$ cat config.mk
export PLATFORM = sky130hd
export DESIGN_NAME = csfa_core
export DESIGN_NICKNAME = d
export VERILOG_FILES = /design/src/hw/csfa_pkg.sv /design/src/hw/csfa_nibble.sv /design/src/hw/csfa_core.sv
export VERILOG_INCLUDE_DIRS = /design/src /design/src/hw
export SDC_FILE = /design/constraint.sdc
export NUM_CORES = 1
export LEC_CHECK = 0
export ABC_AREA = 1
export BUFFER_PORTS_ARGS = -buffer_cell sky130_fd_sc_hd__buf_4
export CAP_MARGIN = 20
export CORE_ASPECT_RATIO = 0.6
export CORE_MARGIN = 1
export CORE_UTILIZATION = 40
export CTS_CLUSTER_SIZE = 12
export DETAILED_ROUTE_END_ITERATION = 8
export GPL_TIMING_DRIVEN = 0
export PLACE_DENSITY_LB_ADDON = 0.3
export SLEW_MARGIN = 5
export SYNTH_ARGS = -nofsm -noshare
export SYNTH_HDL_FRONTEND = slang
export SYNTH_SLANG_ARGS = --single-unit
$ cat constraint.sdc
create_clock -name clk -period 5.7 [get_ports clk]
set_input_delay 1.425 -clock clk [delete_from_list [all_inputs] [get_ports clk]]
set_output_delay 1.425 -clock clk [all_outputs]
set_load 0.03 [all_outputs]
$ cat src/hw/csfa_cfg.svh
// Constants for the status flag and arithmetic block
// Behaviour
// - Reset forces interrupt mask flag to 1; other flags are undefined.
// - With base-ten flag set, add and subtract give packed decimal results.
// - In decimal mode the negative, overflow and zero flags are invalid.
// - Multiply and divide ignore index-X flag and base-ten flag.
// - Multiply and divide leave the whole status word unchanged.
// - Written interrupt request bits become visible one instruction later.
// - Instruction time is cycle count times internal clock; high speed is osc/2.
// - After reset the internal clock runs middle speed, osc/8.
`ifndef CSFA_CFG_SVH
`define CSFA_CFG_SVH
// ****************************************
// Status word bit positions
// ****************************************
`define CSFA_BIT_C 0
`define CSFA_BIT_Z 1
`define CSFA_BIT_I 2
`define CSFA_BIT_D 3
`define CSFA_BIT_B 4
`define CSFA_BIT_T 5
`define CSFA_BIT_V 6
`define CSFA_BIT_N 7
// ****************************************
// Clock division
// ****************************************
`define CSFA_DIV_MID 4'h8
`define CSFA_DIV_HIGH 4'h2
`define CSFA_DIV_ONE 4'h1
`define CSFA_DIV_ZERO 4'h0
// ****************************************
// Arithmetic constants
// ****************************************
`define CSFA_BCD_NINE 5'h09
`define CSFA_BCD_ADJ 4'h6
`define CSFA_DIV0_QUOT 8'hFF
// ****************************************
// Reset values
// ****************************************
`define CSFA_MASK_RST 1'b1
`define CSFA_BYTE_RST 8'h00
`define CSFA_IREQ_W 8
`endif

$ cat src/hw/csfa_pkg.sv
// Types for the status flag and arithmetic block
package csfa_pkg;
    typedef enum logic [6:0]
    {
        CSFA_OP_NONE = 7'h01,
        CSFA_OP_ADD = 7'h02,
        CSFA_OP_SUB = 7'h04,
        CSFA_OP_MUL = 7'h08,
        CSFA_OP_DIV = 7'h10,
        CSFA_OP_SETC = 7'h20,
        CSFA_OP_CLRC = 7'h40
    } csfa_op_type;
    typedef enum logic [1:0]
    {
        CSFA_SPD_MID = 2'h1,
        CSFA_SPD_HIGH = 2'h2
    } csfa_speed_type;
endpackage

$ cat src/hw/csfa_nibble.sv
// One decimal or binary digit slice of the adder
`timescale 1ns/1ns
`include "csfa_cfg.svh"
module csfa_nibble
(
    // Operands
    input wire logic [3:0] a,
    input wire logic [3:0] b,
    input wire logic cin,
    input wire logic sub,
    input wire logic dec,
    // Result
    output logic [3:0] sum,
    output logic cout
);
    logic [4:0] raw;
    always_comb
    begin
        if (sub)
        begin
            raw = {1'b0, a} - {1'b0, b} - {4'h0, ~cin};
            cout = ~raw[4];
            sum = raw[3:0];
            // Decimal borrow adjust
            if (dec && raw[4])
            begin
                sum = raw[3:0] - `CSFA_BCD_ADJ;
            end
        end
        else
        begin
            raw = {1'b0, a} + {1'b0, b} + {4'h0, cin};
            cout = raw[4];
            sum = raw[3:0];
            // Decimal carry adjust
            if (dec && (raw > `CSFA_BCD_NINE))
            begin
                sum = raw[3:0] + `CSFA_BCD_ADJ;
                cout = 1'b1;
            end
        end
    end
endmodule

$ cat src/hw/csfa_core.sv
// Status word, arithmetic, request latency and internal clock divider
`timescale 1ns/1ns
`include "csfa_cfg.svh"
module csfa_core
    import csfa_pkg::*;
(
    // Clock and reset
    input wire logic clk,
    input wire logic rst,
    // Main oscillator pin, sampled
    input wire logic main_osc_input,
    // Instruction issue
    input wire logic op_valid,
    input wire csfa_op_type op_code,
    input wire logic [7:0] op_a,
    input wire logic [7:0] op_b,
    // Status word writes
    input wire logic flags_we,
    input wire logic [7:0] flags_wdata,
    // Interrupt request writes
    input wire logic ireq_we,
    input wire logic [7:0] ireq_wdata,
    input wire logic [7:0] ireq_set,
    // Speed select
    input wire logic high_speed,
    // Results
    output logic [7:0] result_r,
    output logic [7:0] result_hi_r,
    output logic [7:0] cpu_flags_word,
    output logic [7:0] ireq_view_r,
    output logic phi_tick_r,
    output logic osc_seen_r
);
    logic [7:0] flags_r;
    logic [7:0] flags_nxt;
    logic mask_r;
    logic [7:0] rest_r;
    logic [7:0] ireq_r;
    logic [7:0] ireq_pend_r;
    logic ireq_pend_v_r;
    logic [7:0] sum8;
    logic c_mid;
    logic c_out;
    logic is_sub;
    logic dec_on;
    logic [15:0] prod;
    logic [7:0] quot;
    logic [7:0] remd;
    logic [3:0] div_cnt_r;
    logic [3:0] div_lim;
    logic osc_s1_r;
    logic osc_s2_r;
    csfa_speed_type speed_r;
    // ****************************************
    // Adder made of two digit slices
    // ****************************************
    assign is_sub = (op_code == CSFA_OP_SUB);
    assign dec_on = flags_r[`CSFA_BIT_D];
    csfa_nibble u_lo
    (
        .a(op_a[3:0]),
        .b(op_b[3:0]),
        .cin(flags_r[`CSFA_BIT_C]),
        .sub(is_sub),
        .dec(dec_on),
        .sum(sum8[3:0]),
        .cout(c_mid)
    );
    csfa_nibble u_hi
    (
        .a(op_a[7:4]),
        .b(op_b[7:4]),
        .cin(c_mid),
        .sub(is_sub),
        .dec(dec_on),
        .sum(sum8[7:4]),
        .cout(c_out)
    );
    // Mode flags deliberately not consulted here
    assign prod = op_a * op_b;
    assign quot = (op_b == 8'h00) ? `CSFA_DIV0_QUOT : op_a / op_b;
    assign remd = (op_b == 8'h00) ? op_a : op_a % op_b;
    // ****************************************
    // Status word next value
    // ****************************************
    always_comb
    begin
        flags_nxt = flags_r;
        if (flags_we)
        begin
            flags_nxt = flags_wdata;
        end
        else if (op_valid)
        begin
            case (op_code)
                CSFA_OP_ADD, CSFA_OP_SUB:
                begin
                    flags_nxt[`CSFA_BIT_C] = c_out;
                    // N, V, Z still follow the binary view; meaningless in decimal
                    flags_nxt[`CSFA_BIT_N] = sum8[7];
                    flags_nxt[`CSFA_BIT_Z] = (sum8 == 8'h00);
                    flags_nxt[`CSFA_BIT_V] = is_sub
                        ? ((op_a[7] ^ op_b[7]) & (op_a[7] ^ sum8[7]))
                        : (~(op_a[7] ^ op_b[7]) & (op_a[7] ^ sum8[7]));
                end
                CSFA_OP_SETC:
                begin
                    flags_nxt[`CSFA_BIT_C] = 1'b1;
                end
                CSFA_OP_CLRC:
                begin
                    flags_nxt[`CSFA_BIT_C] = 1'b0;
                end
                // Multiply and divide touch no flag
                default:
                begin
                    flags_nxt = flags_r;
                end
            endcase
        end
    end
    // Only I has a reset value; the mask flop is kept apart so each flop has one process
    always_ff @(posedge clk or posedge rst)
    begin
        if (rst)
        begin
            mask_r <= `CSFA_MASK_RST;
        end
        else
        begin
            mask_r <= flags_nxt[`CSFA_BIT_I];
        end
    end
    // Unreset flops: software must set these flags before relying on them
    always_ff @(posedge clk)
    begin
        rest_r <= flags_nxt;
    end
    always_comb
    begin
        flags_r = rest_r;
        flags_r[`CSFA_BIT_I] = mask_r;
    end
    assign cpu_flags_word = flags_r;
    // ****************************************
    // Results
    // ****************************************
    always_ff @(posedge clk or posedge rst)
    begin
        if (rst)
        begin
            result_r <= `CSFA_BYTE_RST;
            result_hi_r <= `CSFA_BYTE_RST;
        end
        else if (op_valid)
        begin
            case (op_code)
                CSFA_OP_ADD, CSFA_OP_SUB:
                begin
                    result_r <= sum8;
                end
                CSFA_OP_MUL:
                begin
                    result_r <= prod[7:0];
                    result_hi_r <= prod[15:8];
                end
                CSFA_OP_DIV:
                begin
                    result_r <= quot;
                    result_hi_r <= remd;
                end
                default:
                begin
                    result_r <= result_r;
                end
            endcase
        end
    end
    // ****************************************
    // Interrupt request bits
    // ****************************************
    // A write is parked one instruction before the tested copy sees it
    always_ff @(posedge clk or posedge rst)
    begin
        if (rst)
        begin
            ireq_pend_r <= `CSFA_BYTE_RST;
            ireq_pend_v_r <= 1'b0;
        end
        else if (ireq_we)
        begin
            ireq_pend_r <= ireq_wdata;
            ireq_pend_v_r <= 1'b1;
        end
        else if (op_valid)
        begin
            ireq_pend_v_r <= 1'b0;
        end
    end
    // Hardware set wins over a software clear landing in the same cycle
    always_ff @(posedge clk or posedge rst)
    begin
        if (rst)
        begin
            ireq_r <= `CSFA_BYTE_RST;
        end
        else if (ireq_pend_v_r && op_valid)
        begin
            ireq_r <= ireq_pend_r | ireq_set;
        end
        else
        begin
            ireq_r <= ireq_r | ireq_set;
        end
    end
    always_ff @(posedge clk or posedge rst)
    begin
        if (rst)
        begin
            ireq_view_r <= `CSFA_BYTE_RST;
        end
        else
        begin
            ireq_view_r <= ireq_r;
        end
    end
    // ****************************************
    // Internal clock divider
    // ****************************************
    always_ff @(posedge clk or posedge rst)
    begin
        if (rst)
        begin
            osc_s1_r <= 1'b0;
            osc_s2_r <= 1'b0;
            osc_seen_r <= 1'b0;
        end
        else
        begin
            osc_s1_r <= main_osc_input;
            osc_s2_r <= osc_s1_r;
            osc_seen_r <= osc_s2_r;
        end
    end
    always_ff @(posedge clk or posedge rst)
    begin
        if (rst)
        begin
            speed_r <= CSFA_SPD_MID;
        end
        else
        begin
            speed_r <= high_speed ? CSFA_SPD_HIGH : CSFA_SPD_MID;
        end
    end
    // clk stands in for the oscillator; phi ticks measure instruction cycles
    assign div_lim = (speed_r == CSFA_SPD_HIGH) ? `CSFA_DIV_HIGH : `CSFA_DIV_MID;
    always_ff @(posedge clk or posedge rst)
    begin
        if (rst)
        begin
            div_cnt_r <= `CSFA_DIV_ZERO;
            phi_tick_r <= 1'b0;
        end
        else if (div_cnt_r >= div_lim - `CSFA_DIV_ONE)
        begin
            div_cnt_r <= `CSFA_DIV_ZERO;
            phi_tick_r <= 1'b1;
        end
        else
        begin
            div_cnt_r <= div_cnt_r + `CSFA_DIV_ONE;
            phi_tick_r <= 1'b0;
        end
    end
endmodule

==> results by group, run 1 <==
Timing
  • Post-layout minimum cycle time: 9710 ps
  • Setup ws final: -4010 ps
  • Worst Skew: between 4 and 5 ps
  • Rel. slew slack: between 40% and 50%
  • Hold WS: 345 ps
  • Final Slew Violations: 0
  • Worst-Margin Slew: between 700 and 800 ps
  • RSZ-0062 raised after global routing: yes
  • Max Freq: 103 MHz
  • Final Hold Viols: 0
  • Fin crit share: 170%
  • Setup violators final: 19
  • Final TNS setup: -42430 ps

Pwr
  • Sequential Power Share: approximately 18%
  • Max VDD drop: ~0.16 mV
  • Sw power: ~1300 uW
  • Sw Ratio: roughly 44%
  • Comb power frac: between 60% and 70%
  • Int Pwr: between 1500 and 2000 uW
  • Clock network fraction of total power: approximately a fifth
  • Leak: ~0.0055 uW
  • Power Density: roughly 280 nW/um^2

Setup path
  • Crit start category: primary input
  • Slowest cell on the critical path: fa_2
  • Worst EP arrival: 9930 ps
  • Max stage delay on crit path: around 400 ps
  • CP max FO: 9
  • Reg2Reg Depth: 33
  • RR Startpoint: rest_r[0]$_DFFE_PP_
  • Worst setup path start: op_b[7]
  • Crit end category: register
  • Cell mode on critical path: nand2_2
  • Critical path required time: 5920 ps
  • Crit Path Class: primary input to register

Yosys
  • Main synth FF type: dfrtp_1
  • Post-synth EDFFs: 7
  • Syn Inst Count: about 1100
  • Syn Std Cell Area: 7720 sq um
  • Sequential area share after synthesis: between 10% and 20%
  • Post-synth cell types: 51
  • Syn nets: approximately 1300
  • Yosys reg bits: 59
  • Leading area contributor after synthesis: ha_1
  • Asr flop ratio synth: 88.1%
  • Synth warn: 0
  • Yosys top cell area share: 17.0%
  • Mean post-synth cell area: between 7 and 8 sq um
  • Top cells by area, synth: ha_1 (17%), dfrtp_1 (16%), nand2_1 (12%), fa_1 (12%), inv_1 (8.8%)

Floorplanning
  • Initial Utilization: between 40% and 50%
  • Die ar.: approximately 20000 sq um
  • Chip Height: between 100 and 150 um
  • Rows: 38
  • Die Wd: roughly 180 um
  • Core Area: ~18000 sq um
  • I/O pins: between 80 and 90

Detailed routing
  • Via density per instance: approximately 5.2
  • First-pass iteration count of the detailed router: 5
  • Via Count: about 7700
  • Iteration-0 DRC Markers: between 600 and 700
  • Routed len/inst: about 17 um
  • WL final: between 20 and 25 mm
  • DRC viols: 0
  • Antenna-violating nets left: 0

Place
  • Detailed Place HPWL: roughly 18 mm
  • DP Worst Slack: -5680 ps
  • Port Buffer Count: between 80 and 90
  • Routability Congestion: between 0.9 and 1
  • Area after DPL: between 8000 and 9000 sq um

Run status
  • Failing checks: setup timing
  • Status: complete, but fails checks

Clock network
  • Inserted Clock Buffers: 9
  • Hold Buf Count CTS: 0
  • CTS tree: built
  • Clock sinks: about 60
  • CTS H-tree depth: 3
  • Clk_lat worst skew: about 330 ps
  • Root buf cell: clkbuf_16
  • Worst-path clk slew: 60 ps
  • Max clock buf depth: 2

Finish
  • Final instance area: 10700 sq um
  • Layout cell share with drive strength beyond 1: between 30 and 40%
  • Ant. Diodes: 0
  • Filler cells: around 1600
  • Final net count: 1430
  • Core Util, Final: between 50% and 60%
  • Area growth syn-to-layout: 38.7%

GRT
  • First-pass GRT wire length: 38.0 mm
  • Vias in the first global route: around 7300
  • Antenna violations before repair: 0
  • Grt total ovfl: 0
  • Largest net degree at the start of global routing: 37
  • GRT Overall Usage: 24.6%

Hold path
  • Worst Hold Path Cells: 0
  • HP Start: osc_s2_r$_DFF_PP0_
  • Path category of the worst min-delay check: register to register

Flow run
  • Max-Cap Viols: 0
==> flip-flops by register name, summed over array words and instances, names as in the netlist <==
register / cells
ireq_pend_r: 8
osc_s2_r: 1
phi_tick_r: 1
mask_r: 1
div_cnt_r: 4
ireq_view_r: 8
osc_seen_r: 1
speed_r: 2
osc_s1_r: 1
result_r: 8
ireq_pend_v_r: 1
rest_r: 7
result_hi_r: 8
ireq_r: 8
==> final cells by class <==
cell class	instances	area [sq um]	area share (%)
timing repair buffer	165	1290	12.0
multi-input combinational	769	6310	58.9
clock inverter	6	93.8	0.876
buffer	26	169	1.58
inverter	195	785	7.32
tap	240	300	2.80
clock buffer	10	250	2.34
sequential	59	1510	14.1
timing repair inverter	1	7.51	0.0701
==> cells in the mapped netlist, drive strengths merged (2+ instances only) <==
master / number
fa: 45
or2: 9
o211ai: 3
nand4: 5
o21ai: 69
a22oi: 2
edfxtp: 7
nor4: 2
a21oi: 74
a221oi: 2
nand2: 247
and2: 6
dfrtp: 50
xnor2: 14
o2111ai: 2
nand3: 60
dfstp: 2
ha: 105
nor2: 63
xor2: 22
clkbuf: 14
a21o: 4
nand3b: 3
a31oi: 11
nor3: 11
buf: 15
inv: 195
o21bai: 4
==> worst max-delay path: cells and delay by family <==
| kind | cells | cell delay (ps) |
|---|---|---|
| and+or+nand+nor | 37 | 3390 |
| buffers and inverters | 11 | 1060 |
| xor gates and xnor gates | 1 | 140 |
| adders and majority gates | 7 | 1900 |
| AOI/OAI and AO/OA | 13 | 1970 |
==> cell usage in the layout (no fill, tap or decap), types with 39 or more instances in the layout <==
cell type	netlist	final
a21oi_1	74	56
buf_4	5	161
dfrtp_1	50	50
fa_1	45	39
ha_1	105	78
inv_1	180	158
nand2_1	245	204
nand3_1	58	42
nor2_1	59	51
o21ai_0	55	41
==> cells by family (layout without fill, tap and decap cells) <==
family,Yosys count,after routing,synth area share (%)
adders and majority gates,150,150,28.7
buffers and inverters,224,403,11.6
DFF,59,59,19.6
AOI/OAI and AO/OA,177,177,12.9
xor gates and xnor gates,36,36,4.08
and+or+nand+nor,406,406,23.1
==> stage by stage <==
step                      instances  total power (uW)
after floorplan                1052              1690
after global placement         1379              2090
after detailed placement       1380              2110
after CTS                      1446              2890
after global routing           1471              3270
final                          1471              3040
==> final timing paths <==
check,endpoint,slack [ps]
max,result_hi_r[6]$_DFFE_PP0P_,-4010
min,osc_seen_r$_DFF_PP0_,350
max reg2reg,rest_r[6]$_DFFE_PP_,740
min reg2reg,osc_seen_r$_DFF_PP0_,350
max in group asynchronous,result_hi_r[0]$_DFFE_PP0P_,4110
min in group asynchronous,div_cnt_r[1]$_DFF_PP0_,1080
==> repair_timing <==
| item | CTS | global route |
|---|---|---|
| endpoints found under the hold margin | 0 | 0 |
| cloned | 1 | 0 |
| pin swaps | 70 | 48 |
| setup buffers | 52 | 25 |
| resized for setup | 108 | 81 |
| endpoints found under the setup margin | 20 | 19 |
==> metal layers <==
metal	GRT usage, %	wire length, um	up-vias
met5	0	0	-
met4	3.15	143	0
met3	6.33	2290	16
met2	36.8	10300	262
met1	36.3	11700	3670
li1	-	-	3719
==> power by group through the flow <==
stage / Combinational [uW] / Sequential, uW / Clock, uW
floorplan: 1040 / 646 / 0
global placement: 1530 / 551 / 0
detailed placement: 1560 / 552 / 0
CTS: 1730 / 547 / 618
global route: 2080 / 555 / 640
finish: 1880 / 547 / 611
Power figures use the tool's default switching activity.
==> run 2, diff against run 1 <==
==> constraint.sdc (replaced) <==
create_clock -name clk -period 5.7 [get_ports clk]
set_input_delay 1.14 -clock clk [delete_from_list [all_inputs] [get_ports clk]]
set_output_delay 1.14 -clock clk [all_outputs]
set_load 0.03 [all_outputs]
==> results by group, run 2 (synthesis results as in run 1) <==
Floorplanning
  • Die Wd: 181 um (unchanged)
  • Core Area: 18500 sq um (unchanged)
  • Rows: 38 (unchanged)
  • Chip Height: 110 um (unchanged)
  • I/O pins: 88 (unchanged)
  • Die ar.: 19900 sq um (unchanged)
  • Initial Utilization: 41.7% (unchanged)

Run status
  • Failing checks: setup timing
  • Status: complete, but fails checks

Clock network
  • Clk_lat worst skew: 320 ps (about the same)
  • Worst-path clk slew: 50 ps (about the same)
  • CTS tree: built
  • Max clock buf depth: 2 (unchanged)
  • Root buf cell: clkbuf_16
  • Hold Buf Count CTS: 0 (unchanged)
  • Clock sinks: 59 (unchanged)
  • Inserted Clock Buffers: 9 (unchanged)
  • CTS H-tree depth: 3 (unchanged)

GRT
  • Grt total ovfl: 0 (unchanged)
  • Largest net degree at the start of global routing: 41 (+11%)
  • First-pass GRT wire length: 39.3 mm (+3.5%)
  • Vias in the first global route: 7577 (+3.9%)
  • GRT Overall Usage: 25.6% (+0.96 points)
  • Antenna violations before repair: 0 (unchanged)

Timing
  • Fin crit share: 169% (-1.3 points)
  • Final Slew Violations: 0 (unchanged)
  • Worst Skew: 4.14 ps (-0.833 ps)
  • Worst-Margin Slew: 776 ps (-19.4 ps)
  • Setup ws final: -3930 ps (+75.3 ps)
  • Rel. slew slack: 48.3% (+1.3 points)
  • Max Freq: 104 MHz (+0.78%)
  • Final Hold Viols: 0 (unchanged)
  • Post-layout minimum cycle time: 9630 ps (-75.3 ps)
  • Setup violators final: 15 (-4)
  • RSZ-0062 raised after global routing: yes

Setup path
  • Worst EP arrival: 9860 ps (-70 ps)
  • CP max FO: 9 (unchanged)
  • Terminus of the critical flop-to-flop path: rest_r[6]$_DFFE_PP_
  • Slowest cell on the critical path: nor2_4
  • Crit start category: primary input
  • RR Startpoint: rest_r[0]$_DFFE_PP_
  • Cell mode on critical path: nand2_2
  • Max stage delay on crit path: 280 ps (-110 ps)
  • Reg2Reg Depth: 33 (unchanged)
  • R2r setup slk: 730 ps (about the same)
  • Crit end category: register
  • Crit Path Class: primary input to register
  • Critical path required time: 5930 ps (about the same)

Detailed routing
  • Antenna-violating nets left: 0 (unchanged)
  • Via density per instance: 5.25 (+0.77%)
  • First-pass iteration count of the detailed router: 5 (unchanged)
  • WL final: 26.0 mm (+6.5%)
  • DRC viols: 0 (unchanged)
  • Via Count: 7831 (+2.1%)
  • Routed len/inst: 17.4 um (+5.0%)
  • Iteration-0 DRC Markers: 815 (+21%)

Finish
  • Commonest non-fill, non-tap cell in the layout: nand2_1
  • Most frequent cells in the layout: nand2_1 (191), buf_4 (177), inv_1 (157), ha_1 (77), a21oi_1 (56)
  • Area growth syn-to-layout: 42.7%
  • Reg area: 1510 sq um (unchanged)
  • Final net count: 1451 (+1.5%)
  • Filler cells: 1589 (-0.75%)
  • Cell Count, Final, Fillers Out: 1491 (+1.4%)
  • Layout cell share with drive strength beyond 1: 36.1% (+2.9 points)
  • Footprint of the multi-input gates: 6450 sq um (+2.2%)
  • Ant. Diodes: 0 (unchanged)

Pwr
  • Max VDD drop: 0.164 mV (+1.5%)
  • Leak: 0.00562 uW (+2.7%)
  • Power Density: 273 nW/um^2 (-3.6%)
  • Total design power: 3010 uW (-0.80%)

Hold path
  • Worst Hold Path Cells: 0 (unchanged)
  • Path category of the worst min-delay check: register to register
  • HP Start: osc_s2_r$_DFF_PP0_
  • Hold-critical path endpoint: osc_seen_r$_DFF_PP0_

Place
  • Port Buffer Count: 87 (unchanged)
  • Detailed Place HPWL: 18.6 mm (+0.78%)
  • DP Cell Count: 1380 (unchanged)
  • Routability Congestion: 0.917 (-2.4%)

Flow run
  • Max-Cap Viols: 0 (unchanged)
[run 2: routing by layer]
layer,track usage (%),part of all wire [%],vias up
li1,-,-,3766
met2,38.8,43,266
met1,36.7,47,3756
met3,6.69,8.5,43
met5,0,0,-
met4,4.54,1.7,0
[run 2: critical path: cells and delay by family]
| family | cells | cell delay [ps] |
|---|---|---|
| simple gates | 31 | 3580 |
| compound gates | 14 | 2210 |
| buf+inv | 11 | 1040 |
| fa+ha+maj | 7 | 1820 |
[run 2: timing repair]
action,4_1_cts,5_1_grt
buffers inserted,73,27
pin swaps,67,70
gates resized for setup,132,97
cloned,1,0
endpoints found under the setup margin,19,19
[run 2: cell type report]
class | count | share of cell area (%)
clock inverter | 2 | 0.318
timing repair inverter | 1 | 0.0681
multi-input combinational | 769 | 58.5
tap | 240 | 2.72
timing repair buffer | 187 | 13.6
sequential | 59 | 13.7
inverter | 195 | 7.19
buffer | 25 | 1.54
clock buffer | 13 | 2.36
[run 2: per-stage QoR]
| step | utilization [%] | setup slack (ps) | hold slack (ps) | TNS (ps) | area, sq um |
|---|---|---|---|---|---|
| after CTS | 56.6 | -3450 | 355 | -34810 | 10500 |
| after global placement | 48.5 | -5230 | 332 | -59020 | 8980 |
| after global routing | 59.6 | -4280 | 368 | -45010 | 11000 |
| after detailed placement | 48.7 | -5370 | 353 | -60760 | 9000 |
| after floorplan | - | -3300 | 331 | -31860 | 8030 |
| final | 59.6 | -3930 | 359 | -39680 | 11000 |
[run 2: how the worst max path moves through the flow]
| stage | start | endpoint | slack, ps | cells past startpoint |
|---|---|---|---|---|
| floorplan | op_b[1] | result_hi_r[6]$_DFFE_PP0P_ | -3300 | 65 |
| global placement | op_b[0] | result_hi_r[2]$_DFFE_PP0P_ | -5230 | 60 |
| detailed placement | op_b[0] | result_hi_r[2]$_DFFE_PP0P_ | -5370 | 63 |
| CTS | op_b[0] | result_hi_r[2]$_DFFE_PP0P_ | -3450 | 67 |
| global route | op_b[4] | result_hi_r[2]$_DFFE_PP0P_ | -4280 | 63 |
| finish | op_b[4] | result_hi_r[2]$_DFFE_PP0P_ | -3930 | 63 |
[run 2: report_power, final]
group | switching, uW | internal (uW) | total [uW]
clock network | 171 | 358 | 529
registers | 44.4 | 504 | 549
logic | 1130 | 808 | 1930
